$ cat config.mk
export PLATFORM = sky130hd
export DESIGN_NAME = io_pin_function_arbiter
export DESIGN_NICKNAME = d
export VERILOG_FILES = /design/src/include/pin_arb_pkg.sv /design/src/design/io_pin_function_arbiter.sv
export SDC_FILE = /design/constraint.sdc
export NUM_CORES = 1
export LEC_CHECK = 0
export BUFFER_PORTS_ARGS = -buffer_cell sky130_fd_sc_hd__buf_2
export CORE_MARGIN = 1
export CORE_UTILIZATION = 45
export CTS_BUF_LIST = sky130_fd_sc_hd__clkbuf_16
export DETAILED_ROUTE_END_ITERATION = 6
export GPL_TIMING_DRIVEN = 0
export HOLD_SLACK_MARGIN = 0.08
export PLACE_DENSITY = 0.65
export SLEW_MARGIN = 20
export SYNTH_ARGS = -nofsm -noshare
export SYNTH_HDL_FRONTEND = slang
export SYNTH_SLANG_ARGS = --single-unit
$ cat constraint.sdc
create_clock -name core_clk_i -period 3 [get_ports core_clk_i]
set_input_delay 0.3 -clock core_clk_i [delete_from_list [all_inputs] [get_ports core_clk_i]]
set_output_delay 0.3 -clock core_clk_i [all_outputs]
set_load 0.02 [all_outputs]
$ cat src/include/pin_arb_pkg.sv
// Purpose: constants shared by the pin function arbiter and its bench
// Assumes: register bus with 5-bit word index, 16-bit data
// Notes: change-notification registers are storage only
package pin_arb_pkg;
	localparam int PIN_COUNT = 16;
	localparam int ADDR_W = 5;
	localparam int SEL_W = 6;
	// register indices, port a then port b
	localparam logic [ADDR_W-1:0] REG_A_ANALOG = 5'h00;
	localparam logic [ADDR_W-1:0] REG_A_DIR = 5'h01;
	localparam logic [ADDR_W-1:0] REG_A_LEVEL = 5'h02;
	localparam logic [ADDR_W-1:0] REG_A_LATCH = 5'h03;
	localparam logic [ADDR_W-1:0] REG_A_ODC = 5'h04;
	localparam logic [ADDR_W-1:0] REG_A_PU = 5'h05;
	localparam logic [ADDR_W-1:0] REG_A_PD = 5'h06;
	localparam logic [ADDR_W-1:0] REG_A_CNCTL = 5'h07;
	localparam logic [ADDR_W-1:0] REG_A_CNEN0 = 5'h08;
	localparam logic [ADDR_W-1:0] REG_A_CNSTAT = 5'h09;
	localparam logic [ADDR_W-1:0] REG_A_CNEN1 = 5'h0a;
	localparam logic [ADDR_W-1:0] REG_A_CNFLAG = 5'h0b;
	localparam logic [ADDR_W-1:0] PORT_B_BASE = 5'h10;
	// remap selector base: four slots per port, each reaching two pins of port b
	localparam logic [ADDR_W-1:0] REMAP_BASE_IDX = 5'h0c;
	// reset values
	localparam logic [15:0] ANALOG_A_RST = 16'h001f;
	localparam logic [15:0] ANALOG_B_RST = 16'h038f;
	localparam logic [15:0] DIR_RST = 16'hffff;
	localparam logic [15:0] ZERO_RST = 16'h0000;
	localparam logic [SEL_W-1:0] SEL_DEFAULT_PORT = 6'h00;
endpackage

$ cat src/design/io_pin_function_arbiter.sv
// Purpose: per-pin function arbitration for two 16-bit i/o ports
// Assumes: pins pass two flip-flops before use; one clock domain
// Notes: pin side is split into level in, level out and output enable
`timescale 1ns/1ps
`default_nettype none
module io_pin_function_arbiter
	import pin_arb_pkg::*;
#(
	parameter int NPIN = PIN_COUNT,
	parameter int NPERIPH = 64,
	parameter int NRIN = 8
)
(
	// clock and reset
	input wire logic core_clk_i,
	input wire logic rst_n_i,
	input wire logic clk_en_i,
	// register port
	input wire logic [pin_arb_pkg::ADDR_W-1:0] reg_addr_i,
	input wire logic [15:0] reg_wdata_i,
	input wire logic reg_wr_i,
	input wire logic reg_rd_i,
	output logic [15:0] reg_rdata_o,
	// pins, port a and port b
	input wire logic [NPIN-1:0] pin_a_i,
	output logic [NPIN-1:0] pin_a_o,
	output logic [NPIN-1:0] pin_a_oe_o,
	output logic [NPIN-1:0] pull_up_a_o,
	output logic [NPIN-1:0] pull_down_a_o,
	input wire logic [NPIN-1:0] pin_b_i,
	output logic [NPIN-1:0] pin_b_o,
	output logic [NPIN-1:0] pin_b_oe_o,
	output logic [NPIN-1:0] pull_up_b_o,
	output logic [NPIN-1:0] pull_down_b_o,
	// dedicated functions per pin of port b
	input wire logic [NPIN-1:0] ded_analog_en_i,
	input wire logic [NPIN-1:0] ded_out_en_i,
	input wire logic [NPIN-1:0] ded_out_i,
	// peripheral outputs, index 0 unused (default port)
	input wire logic [NPERIPH-1:0] periph_out_i,
	// remappable inputs: pin index per input, and resulting level
	input wire logic [NRIN*4-1:0] rin_sel_i,
	output logic [NRIN-1:0] rin_level_o,
	// digital input levels for dedicated inputs
	output logic [NPIN-1:0] din_a_o,
	output logic [NPIN-1:0] din_b_o
);
	import pin_arb_pkg::*;

	logic [15:0] analog [2];
	logic [15:0] dir [2];
	logic [15:0] latch [2];
	logic [15:0] odc [2];
	logic [15:0] pu [2];
	logic [15:0] pd [2];
	logic [15:0] cn [2][5];
	logic [SEL_W-1:0] remap_sel [NPIN];
	logic [NPIN-1:0] sync1_a, sync1_b, sync_a, sync_b;
	logic [15:0] din [2];
	logic [15:0] next_rdata;

	// port select and local index of an address
	function automatic logic port_of(input logic [ADDR_W-1:0] a);
		port_of = a[4];
	endfunction
	function automatic logic [3:0] idx_of(input logic [ADDR_W-1:0] a);
		idx_of = a[3:0];
	endfunction

	// two-stage synchroniser on pin levels
	always_ff @(posedge core_clk_i or negedge rst_n_i)
	begin
		if (!rst_n_i)
		begin
			sync1_a <= '0;
			sync1_b <= '0;
			sync_a <= '0;
			sync_b <= '0;
		end
		else if (clk_en_i)
		begin
			sync1_a <= pin_a_i;
			sync1_b <= pin_b_i;
			sync_a <= sync1_a;
			sync_b <= sync1_b;
		end
	end

	// register map, index within a port; port b adds 0x10:
	//   0x0 analog select   0x1 direction       0x2 pin level
	//   0x3 output latch    0x4 open drain      0x5 pull-up enable
	//   0x6 pull-down       0x7 change control  0x8 change enable 0
	//   0x9 change state    0xa change enable 1 0xb change flags
	//   0xc..0xf remap selectors, write-only
	// one process per register array keeps each array on a single driver
	logic wr_go;
	logic wr_port;
	logic [3:0] wr_idx;
	assign wr_go = clk_en_i & reg_wr_i;
	assign wr_port = port_of(reg_addr_i);
	assign wr_idx = idx_of(reg_addr_i);

	// analog select: shared pins wake up analog, so their input
	// buffers stay off until software frees them for digital use
	always_ff @(posedge core_clk_i or negedge rst_n_i)
	begin
		if (!rst_n_i)
		begin
			analog[0] <= ANALOG_A_RST;
			analog[1] <= ANALOG_B_RST;
		end
		else if (wr_go && wr_idx == REG_A_ANALOG[3:0])
		begin
			analog[wr_port] <= reg_wdata_i;
		end
	end

	// direction: all inputs after reset, so no port driver wakes up
	always_ff @(posedge core_clk_i or negedge rst_n_i)
	begin
		if (!rst_n_i)
		begin
			dir[0] <= DIR_RST;
			dir[1] <= DIR_RST;
		end
		else if (wr_go && wr_idx == REG_A_DIR[3:0])
		begin
			dir[wr_port] <= reg_wdata_i;
		end
	end

	// output latch; a write to the level register lands here as well,
	// since a pin level itself cannot be stored
	always_ff @(posedge core_clk_i or negedge rst_n_i)
	begin
		if (!rst_n_i)
		begin
			latch[0] <= ZERO_RST;
			latch[1] <= ZERO_RST;
		end
		else if (wr_go && (wr_idx == REG_A_LEVEL[3:0] ||
			wr_idx == REG_A_LATCH[3:0]))
		begin
			latch[wr_port] <= reg_wdata_i;
		end
	end

	// open drain: a set bit turns the pin driver into a pull-low only
	always_ff @(posedge core_clk_i or negedge rst_n_i)
	begin
		if (!rst_n_i)
		begin
			odc[0] <= ZERO_RST;
			odc[1] <= ZERO_RST;
		end
		else if (wr_go && wr_idx == REG_A_ODC[3:0])
		begin
			odc[wr_port] <= reg_wdata_i;
		end
	end

	// weak pull-ups, one bit per pin
	always_ff @(posedge core_clk_i or negedge rst_n_i)
	begin
		if (!rst_n_i)
		begin
			pu[0] <= ZERO_RST;
			pu[1] <= ZERO_RST;
		end
		else if (wr_go && wr_idx == REG_A_PU[3:0])
		begin
			pu[wr_port] <= reg_wdata_i;
		end
	end

	// weak pull-downs; with both pulls set the pad only sees a
	// resistor divider, which software has to avoid
	always_ff @(posedge core_clk_i or negedge rst_n_i)
	begin
		if (!rst_n_i)
		begin
			pd[0] <= ZERO_RST;
			pd[1] <= ZERO_RST;
		end
		else if (wr_go && wr_idx == REG_A_PD[3:0])
		begin
			pd[wr_port] <= reg_wdata_i;
		end
	end

	// change-notification registers are plain storage here; slot 2 is
	// the read-only change state and keeps its reset value
	always_ff @(posedge core_clk_i or negedge rst_n_i)
	begin
		if (!rst_n_i)
		begin
			for (int k = 0; k < 5; k++)
			begin
				cn[0][k] <= ZERO_RST;
				cn[1][k] <= ZERO_RST;
			end
		end
		else if (wr_go)
		begin
			case (wr_idx)
				REG_A_CNCTL[3:0]: cn[wr_port][0] <= reg_wdata_i;
				REG_A_CNEN0[3:0]: cn[wr_port][1] <= reg_wdata_i;
				REG_A_CNEN1[3:0]: cn[wr_port][3] <= reg_wdata_i;
				REG_A_CNFLAG[3:0]: cn[wr_port][4] <= reg_wdata_i;
				default: ;
			endcase
		end
	end

	// remap selectors sit in the spare slots 0xc..0xf of each port;
	// slot, port bit and write data bit 15 pick one of sixteen port b
	// pins: port a slots reach pins 0..7, port b slots pins 8..15
	// the base is a multiple of four, so the low address bits are the
	// slot; selectors are write-only and read back as zero
	always_ff @(posedge core_clk_i or negedge rst_n_i)
	begin
		if (!rst_n_i)
		begin
			for (int n = 0; n < NPIN; n++)
				remap_sel[n] <= SEL_DEFAULT_PORT;
		end
		else if (wr_go && wr_idx >= REMAP_BASE_IDX[3:0])
		begin
			// no lock bit: any mapping is accepted at any time
			remap_sel[{wr_port, reg_addr_i[1:0], reg_wdata_i[15]}] <=
				reg_wdata_i[SEL_W-1:0];
		end
	end

	// input buffer: analog select, and on port b dedicated analog use, gate it, never direction
	always_comb
	begin
		din[0] = sync_a & ~analog[0];
		din[1] = sync_b & ~analog[1] & ~ded_analog_en_i;
	end
	assign din_a_o = din[0];
	assign din_b_o = din[1];

	// remappable inputs read port b levels; any number may share a
	// pin, and dedicated digital use on it does not block them
	genvar r;
	generate
		for (r = 0; r < NRIN; r++)
		begin : g_rin
			assign rin_level_o[r] = din[1][rin_sel_i[r*4 +: 4]];
		end
	endgenerate

	// port b output arbitration, one source per pin by priority:
	// dedicated output, then remapped peripheral, then port latch
	genvar n;
	generate
		for (n = 0; n < NPIN; n++)
		begin : g_pin
			logic drv, val, rmp;
			// same peripheral index may appear in many selectors
			assign rmp = (remap_sel[n] != SEL_DEFAULT_PORT);
			always_comb
			begin
				if (ded_out_en_i[n])
				begin
					val = ded_out_i[n];
					drv = 1'b1;
				end
				else if (rmp)
				begin
					val = periph_out_i[remap_sel[n]];
					drv = 1'b1;
				end
				else
				begin
					// port driver obeys direction, even on analog pins
					val = latch[1][n];
					drv = ~dir[1][n];
				end
			end
			// open drain: drive only lows
			assign pin_b_o[n] = odc[1][n] ? 1'b0 : val;
			assign pin_b_oe_o[n] = drv & (odc[1][n] ? ~val : 1'b1);
			// port a has no remappable pins: latch under direction
			assign pin_a_o[n] = odc[0][n] ? 1'b0 : latch[0][n];
			assign pin_a_oe_o[n] = ~dir[0][n] &
				(odc[0][n] ? ~latch[0][n] : 1'b1);
		end
	endgenerate

	assign pull_up_a_o = pu[0];
	assign pull_down_a_o = pd[0];
	assign pull_up_b_o = pu[1];
	assign pull_down_b_o = pd[1];

	// read mux; unmapped slots answer zero
	always_comb
	begin
		logic p;
		p = port_of(reg_addr_i);
		case (idx_of(reg_addr_i))
			REG_A_ANALOG[3:0]: next_rdata = analog[p];
			REG_A_DIR[3:0]: next_rdata = dir[p];
			REG_A_LEVEL[3:0]: next_rdata = din[p];
			REG_A_LATCH[3:0]: next_rdata = latch[p] & ~analog[p];
			REG_A_ODC[3:0]: next_rdata = odc[p];
			REG_A_PU[3:0]: next_rdata = pu[p];
			REG_A_PD[3:0]: next_rdata = pd[p];
			REG_A_CNCTL[3:0]: next_rdata = cn[p][0];
			REG_A_CNEN0[3:0]: next_rdata = cn[p][1];
			REG_A_CNSTAT[3:0]: next_rdata = cn[p][2];
			REG_A_CNEN1[3:0]: next_rdata = cn[p][3];
			REG_A_CNFLAG[3:0]: next_rdata = cn[p][4];
			default: next_rdata = ZERO_RST;
		endcase
	end

	// read data stands only in the cycle after the strobe
	always_ff @(posedge core_clk_i or negedge rst_n_i)
	begin
		if (!rst_n_i)
			reg_rdata_o <= ZERO_RST;
		else if (clk_en_i)
			reg_rdata_o <= reg_rd_i ? next_rdata : ZERO_RST;
	end

endmodule
`default_nettype wire

Yosys cells after proc, flatten, opt, wreduce, memory -nomap -nowiden
Index checks and enable logic that the tools add are counted.
- mux-type cells: 226
- order comparisons: 29
- bitwise operators: 107
- reductions and logical operators: 29
- equality and inequality tests: 11
- operators with widths (kind ; count):
    160-bit bitwise mux ; 4
    160-bit one-hot mux with 4 select lines ; 1
    16-bit 2-to-1 mux ; 24
    80-bit demux with 1-bit select ; 4
    80-bit 2-to-1 mux ; 4
    32-bit bitwise mux ; 6
    16-bit one-hot mux with 12 select lines ; 1
    1-bit 2-to-1 mux ; 152
    6-bit by 7-bit < comparator with 1-bit output (second input constant) ; 16
    1-bit binary-select mux with 6-bit select ; 16
    96-bit bitwise mux ; 1
    6-bit nonzero test ; 16
    16-bit AND ; 4
    64-bit 2-to-1 mux ; 1
    1-bit NOT ; 64
    16-bit NOT ; 4
    4-bit by 5-bit < comparator with 1-bit output (second input constant) ; 8
    1-bit AND ; 33
    1-bit binary-select mux with 4-bit select ; 8
    32-bit 2-to-1 mux ; 1
    6-bit demux with 4-bit select ; 1
    16-bit demux with 1-bit select ; 1
    4-bit by 3-bit equality test with 1-bit output (second input constant) ; 4
    4-bit equality test (second input constant) ; 4
    other kinds (15) ; 24
- word-level logic and storage cells: 445
- bits of input ports: 202
- register bits after elaboration: 528
- output and inout bits: 184

Logic depth before layout (Yosys ltp)
- depth after elaboration: 8
- depth in mapped cells: 10
- gate-level depth less buffers: 6

Worst setup path before layout
OpenSTA, ideal clock, no wires.
- kind: register to output
- from: reg analog[13] (netlist name)
- to: out rin_level_o[0]
- path slack: 0.545 ns
- stages on the path, launching flop included: 5
- path buffers: 0
- data required time: 2.700 ns
- data arrival time: 2.155 ns
- cell sequence: dfrtp_1 > nor3b_1 > mux4_2 > a21oi_1 > a21oi_1
- longest elaborated chain between the ends: 5
- ends and longest elaborated chain (what ; line ; source):
    start, declared ; io_pin_function_arbiter.sv:50 ; logic [15:0] analog [2];
    start signal, assigned by index ; io_pin_function_arbiter.sv:114 ; analog[wr_port] <= reg_wdata_i;
    16-bit NOT ; io_pin_function_arbiter.sv:239 ; din[1] = sync_b & ~analog[1] & ~ded_analog_en_i;
    16-bit AND (2 in a row) ; io_pin_function_arbiter.sv:239 ;
    named net din_b_o[13] ; io_pin_function_arbiter.sv:46 ; output logic [NPIN-1:0] din_b_o
    1-bit binary-select mux with 4-bit select ; io_pin_function_arbiter.sv:250 ; assign rin_level_o[r] = din[1][rin_sel_i[r*4 +: 4]];
    1-bit 2-to-1 mux (not written as such) ; io_pin_function_arbiter.sv:250 ;
    end, declared ; io_pin_function_arbiter.sv:43 ; output logic [NRIN-1:0] rin_level_o,
The timed path passes the listed nets, and every way through them passes these cells. The select of a mux whose other input is x is not followed.

Worst setup path in the final report
- from: reg remap_sel[6] (netlist name)
- to: out pin_b_oe_o[14]
- longest elaborated chain between the ends: 7
- elaborated cells between the ends (all ways): 10
- classes of those cells: mux: 7; bitwise: 2; reduce/logical: 1
- ends and longest elaborated chain (what ; line ; source):
    start, declared ; io_pin_function_arbiter.sv:57 ; logic [SEL_W-1:0] remap_sel [NPIN];
    start signal, assigned by index ; io_pin_function_arbiter.sv:230 ; remap_sel[{wr_port, reg_addr_i[1:0], reg_wdata_i[15]}] <=
    1-bit binary-select mux with 6-bit select ; io_pin_function_arbiter.sv:272 ; val = periph_out_i[remap_sel[n]];
    1-bit 2-to-1 mux (not written as such) ; io_pin_function_arbiter.sv:272 ;
    1-bit 2-to-1 mux ; io_pin_function_arbiter.sv:270 ; else if (rmp)
    1-bit 2-to-1 mux ; io_pin_function_arbiter.sv:265 ; if (ded_out_en_i[n])
    1-bit NOT ; io_pin_function_arbiter.sv:284 ; assign pin_b_oe_o[n] = drv & (odc[1][n] ? ~val : 1'b1);
    1-bit 2-to-1 mux ; io_pin_function_arbiter.sv:284 ;
    1-bit AND (*) ; io_pin_function_arbiter.sv:284 ;
    end, declared ; io_pin_function_arbiter.sv:32 ; output logic [NPIN-1:0] pin_b_oe_o,
Every way passes the cells marked *; elsewhere a longest branch is shown, timed or not. The select of a mux whose other input is x is not followed.

==> results by stage <==
Run status:
- The checks that failed: DRC, setup timing.
- The flow ran to the end, but the final reports show violations.

Floorplan:
- The die outline width is 278 um.
- The number of top-level pins is 386.
- From bottom edge to top edge, the die measures 278 um.
- The core footprint is 74900 um2.
- The starting density of the core is 45.8%.
- The die covers 77400 um2.
- The site row count is 100.

Setup path:
- The startpoint type of the worst setup path is a register.
- The top fanout value on the critical path is 10.
- The signal on the critical path passes through buf_6, mux4_1, nor2b_1, a2111oi_2, a31o_2, o211a_1, o21a_1, buf_2.
- The type of the worst setup path is register to output pin.
- The logic depth of the worst register-to-register path is 5.
- The endpoint identified for the worst register-to-register timing path is reg_rdata_o[6].
- Among all stages on the critical path, the largest delay is contributed by sky130_fd_sc_hd__mux4_1.
- On the worst path, the slowest cell contributes a delay of 0.63 ns.
- The source of the worst register-to-register timing path is analog[6].
- For the worst setup path, the data arrival time is 3.04 ns.
- The reg-to-reg setup timing slack is 0.78 ns.
- At the worst endpoint, the required time is 2.70 ns.
- The category of the worst setup path capture point is an output pin.

Logic synthesis:
- The number of warnings printed during yosys synthesis is 0.
- The primary flip-flop cell chosen by synthesis mapping is sky130_fd_sc_hd__dfrtp_1.
- Sorting the synthesized cells by area gives the leading types as sky130_fd_sc_hd__dfrtp_1 (35%), sky130_fd_sc_hd__mux2_2 (14%), sky130_fd_sc_hd__mux4_2 (12%).
- The number of synthesized flops with an enable pin is 0.
- The average footprint of a synthesized cell is 11.5 um2.
- The most area-hungry cell type in the Yosys netlist is sky130_fd_sc_hd__dfrtp_1.
- The async set or reset register ratio after synthesis is 100%.
- Counting every net in the synthesized netlist gives 3180.
- The number of storage elements in the synthesis netlist is 528.
- After synthesis, the netlist uses 81 different library cells.
- In the synthesized netlist, the number of instances is 2978.
- The portion of synthesized cell area occupied by the leading cell type is 35.3%.
- The post-synthesis sequential area ratio is 38.6%.
- The post-synthesis cell area is 34400 um2.

Cells and area:
- The multi-input gate area in the final layout is 20300 um2.
- Fill cells in the final layout number 6464.
- Leaving out fill and tap cells, the most frequent cells in the layout are sky130_fd_sc_hd__dfrtp_1 (464), sky130_fd_sc_hd__mux2_2 (428), sky130_fd_sc_hd__buf_2 (395).
- At the end of the flow the core is filled with cells to 56.3%.
- The register cell area after layout is 13300 um2.
- The share of layout cells above drive strength 1 is 44.2%.
- The most common library cell in the layout ignoring fill and taps is sky130_fd_sc_hd__dfrtp_1.
- The number of nets in the layout is 3704.
- The signed area change from the synthesized netlist to the final layout is 22.9%.
- The cell area after layout is 42200 um2.

Global route:
- The via count of the first global-routing pass was 29937.
- The first-pass GRT wire length is 215000 um.
- The largest net degree at the start of global routing is 102.
- The total congestion overflow is 0.
- The number of antenna violations at the first check in global routing is 14.
- The overall track demand over capacity in global routing is 38.7%.

CTS:
- The clock net in this run drives a total of 528 sinks.
- The later pin in the worst-skew pair is clocked with a latency of 0.67 ns.
- TritonCTS created 60 clock buffers.
- The number of levels the H-tree was split into is 2.
- After clock tree synthesis, the clock-pin slew on the worst setup and hold paths is 0.07 ns.
- The longest clock path from root to sink contains 3 buffers.
- The clock tree root driver cell is sky130_fd_sc_hd__clkbuf_16.
- The TritonCTS clock tree is built.

Hold path:
- The depth of the worst hold-timing path is 3.
- The start point of the worst hold path is reg_wdata_i[12].
- The path with the worst hold slack has its endpoint at cn[12].
- The tightest min-delay check is of the primary input to register type.

Route:
- The post-route met1 wirelength is 56900 um.
- The number of DRC violations after detailed-routing iteration 0 is 4984.
- The remaining design rule violation count is 2.
- The residual antenna-violating net count after detailed routing is 0.
- In the routed layout, each cell is associated on average with a via count of 6.93.
- The routed length per instance is 34.0 um.
- The detailed-routed wire length on met3 is 20900 um.
- The routed design has 154000 um of wire.
- Routed signal wires occupy layers up through met5.
- The via count is 31407.
- The first-pass detailed-route iteration total is 7.
- After detailed routing, the met2 layer carries 66200 um of wire.

Timing:
- Setup repair after global routing could not meet its margin everywhere.
- In the post-route analysis, the smallest setup slack over all paths is -0.345 ns.
- For the pin with the worst max-slew slack, the measured transition is 1.35 ns.
- The total count of hold-check failures in the final report came to 0.
- The fraction of the cycle the final worst path needs is 111%.
- The final worst clock skew is 0.0295 ns.
- The sum of negative setup slack is -3.49 ns.
- Setup violations remaining at the end of the flow were counted as 27.
- The number of pins exceeding their max-slew limit in the final report is 0.
- Headroom to the max-slew limit came out at 9.71%.
- The final period demand of the worst path is 3.34 ns.
- Hold timing on the final database bottoms out at a slack of 0.171 ns.
- The achievable clock frequency is 0.299 GHz.

Power and ir drop:
- IR analysis of the VDD net gives a maximum drop of 0.481 mV.
- For this design the ratio of total power to cell area is 560 nW/um2.
- The leakage power total is 17.6 nW.

Placed design:
- The quantity of I/O buffers inserted on ports is 372.
- The post-placement cell area is 37700 um2.
- The half-perimeter wire length of the detailed placement result is 108000 um.
- The placer congestion estimate is 0.986.

Run:
- The tool flagged a number of max-cap violations equal to 0.
## routing by layer
layer  vias to the layer above  global-route usage, %
li1                      12435                      -
met1                     15868                   50.5
met2                      2467                   56.9
met3                       631                   13.0
met4                         6                   19.8
met5                         -                      0
## metrics by stage
stage	cells	total power [mW]	setup slack, ns
2_1_floorplan	2978	12.3	0.545
3_3_place_gp	4319	14.6	-9.79
3_5_place_dp	4328	14.7	-0.752
4_1_cts	4499	23.2	-0.307
5_1_grt	4523	24.2	-0.351
6_report	4531	23.6	-0.345
## critical path: cells and delay by family, from the launching register on
family | cells | cell delay (ns)
multiplexers | 1 | 0.63
flip-flops | 1 | 0.33
AO/OA/AOI/OAI | 4 | 0.90
AND/OR/NAND/NOR | 1 | 0.17
buffers and inverters | 2 | 0.35
## cell usage after synthesis, drive strengths merged, types with 10 or more instances
master,count
a2111oi,10
a211oi,28
a21oi,96
a221oi,18
a22o,36
a22oi,102
a311o,15
a31oi,11
a32o,10
buf,133
clkbuf,201
dfrtp,484
dfstp,44
inv,68
mux2,432
mux2i,328
mux4,191
nand2,139
nand2b,19
nand3,48
nand4,17
nor2,132
nor2b,68
nor3,22
nor3b,14
o211ai,10
o21ai,65
o22ai,65
or3b,10
## power by group
group,switching [mW],internal (mW),total [mW]
Clock,3.35,4.73,8.09
Sequential,0.971,8.02,8.99
Combinational,3.66,2.91,6.57
Total,7.98,15.7,23.6
## worst max-delay path by stage
stage	start	endpoint	slack, ns	cells past startpoint
after global routing	remap_sel[6]	pin_b_oe_o[14]	-0.35	8
after global placement	rst_n_i	pull_up_b_o[3]	-9.79	1
after detailed placement	periph_out_i[12]	pin_b_oe_o[8]	-0.75	9
final	remap_sel[6]	pin_b_oe_o[14]	-0.34	8
after floorplan	analog[13]	rin_level_o[0]	0.54	4
after CTS	remap_sel[6]	pin_b_o[14]	-0.31	8
## what timing repair did
| action | CTS | global route |
|---|---|---|
| setup endpoints to repair | 40 | 40 |
| gates resized for setup | 288 | 153 |
| hold endpoints to repair | 98 | 0 |
| gates cloned | 8 | 6 |
| hold buffers | 36 | 0 |
| pin swaps | 44 | 58 |
| buffers inserted | 36 | 22 |
## sequential cells by signal, summed over array words and instances (netlist names)
register / count
sync1_a: 16
pull_up_b_o: 16
sync1_b: 16
cn: 160
remap_sel: 96
sync_b: 16
dir: 32
sync_a: 16
pull_down_b_o: 16
pull_down_a_o: 16
latch: 32
odc: 32
reg_rdata_o: 16
analog: 32
pull_up_a_o: 16
## cell type report
type	instances	area share (%)
inverters	68	0.613
clock buffers	61	3.62
well taps	969	2.87
plain buffers	308	4.26
diodes	9	0.0533
flip-flops and latches	528	31.5
multi-input cells	2050	48.0
repair buffers	486	7.73
clock inverters	52	1.42
## kinds of logic (layout without fill, tap and decap cells)
family / Yosys count / after routing / synth area share (%)
multiplexers: 951 / 951 / 36.4
AND/OR/NAND/NOR: 545 / 547 / 8.56
buffers and inverters: 402 / 975 / 5.06
other: 0 / 9 / 0
AO/OA/AOI/OAI: 552 / 552 / 11.4
flip-flops: 528 / 528 / 38.6
Power figures use the tool's default switching activity.
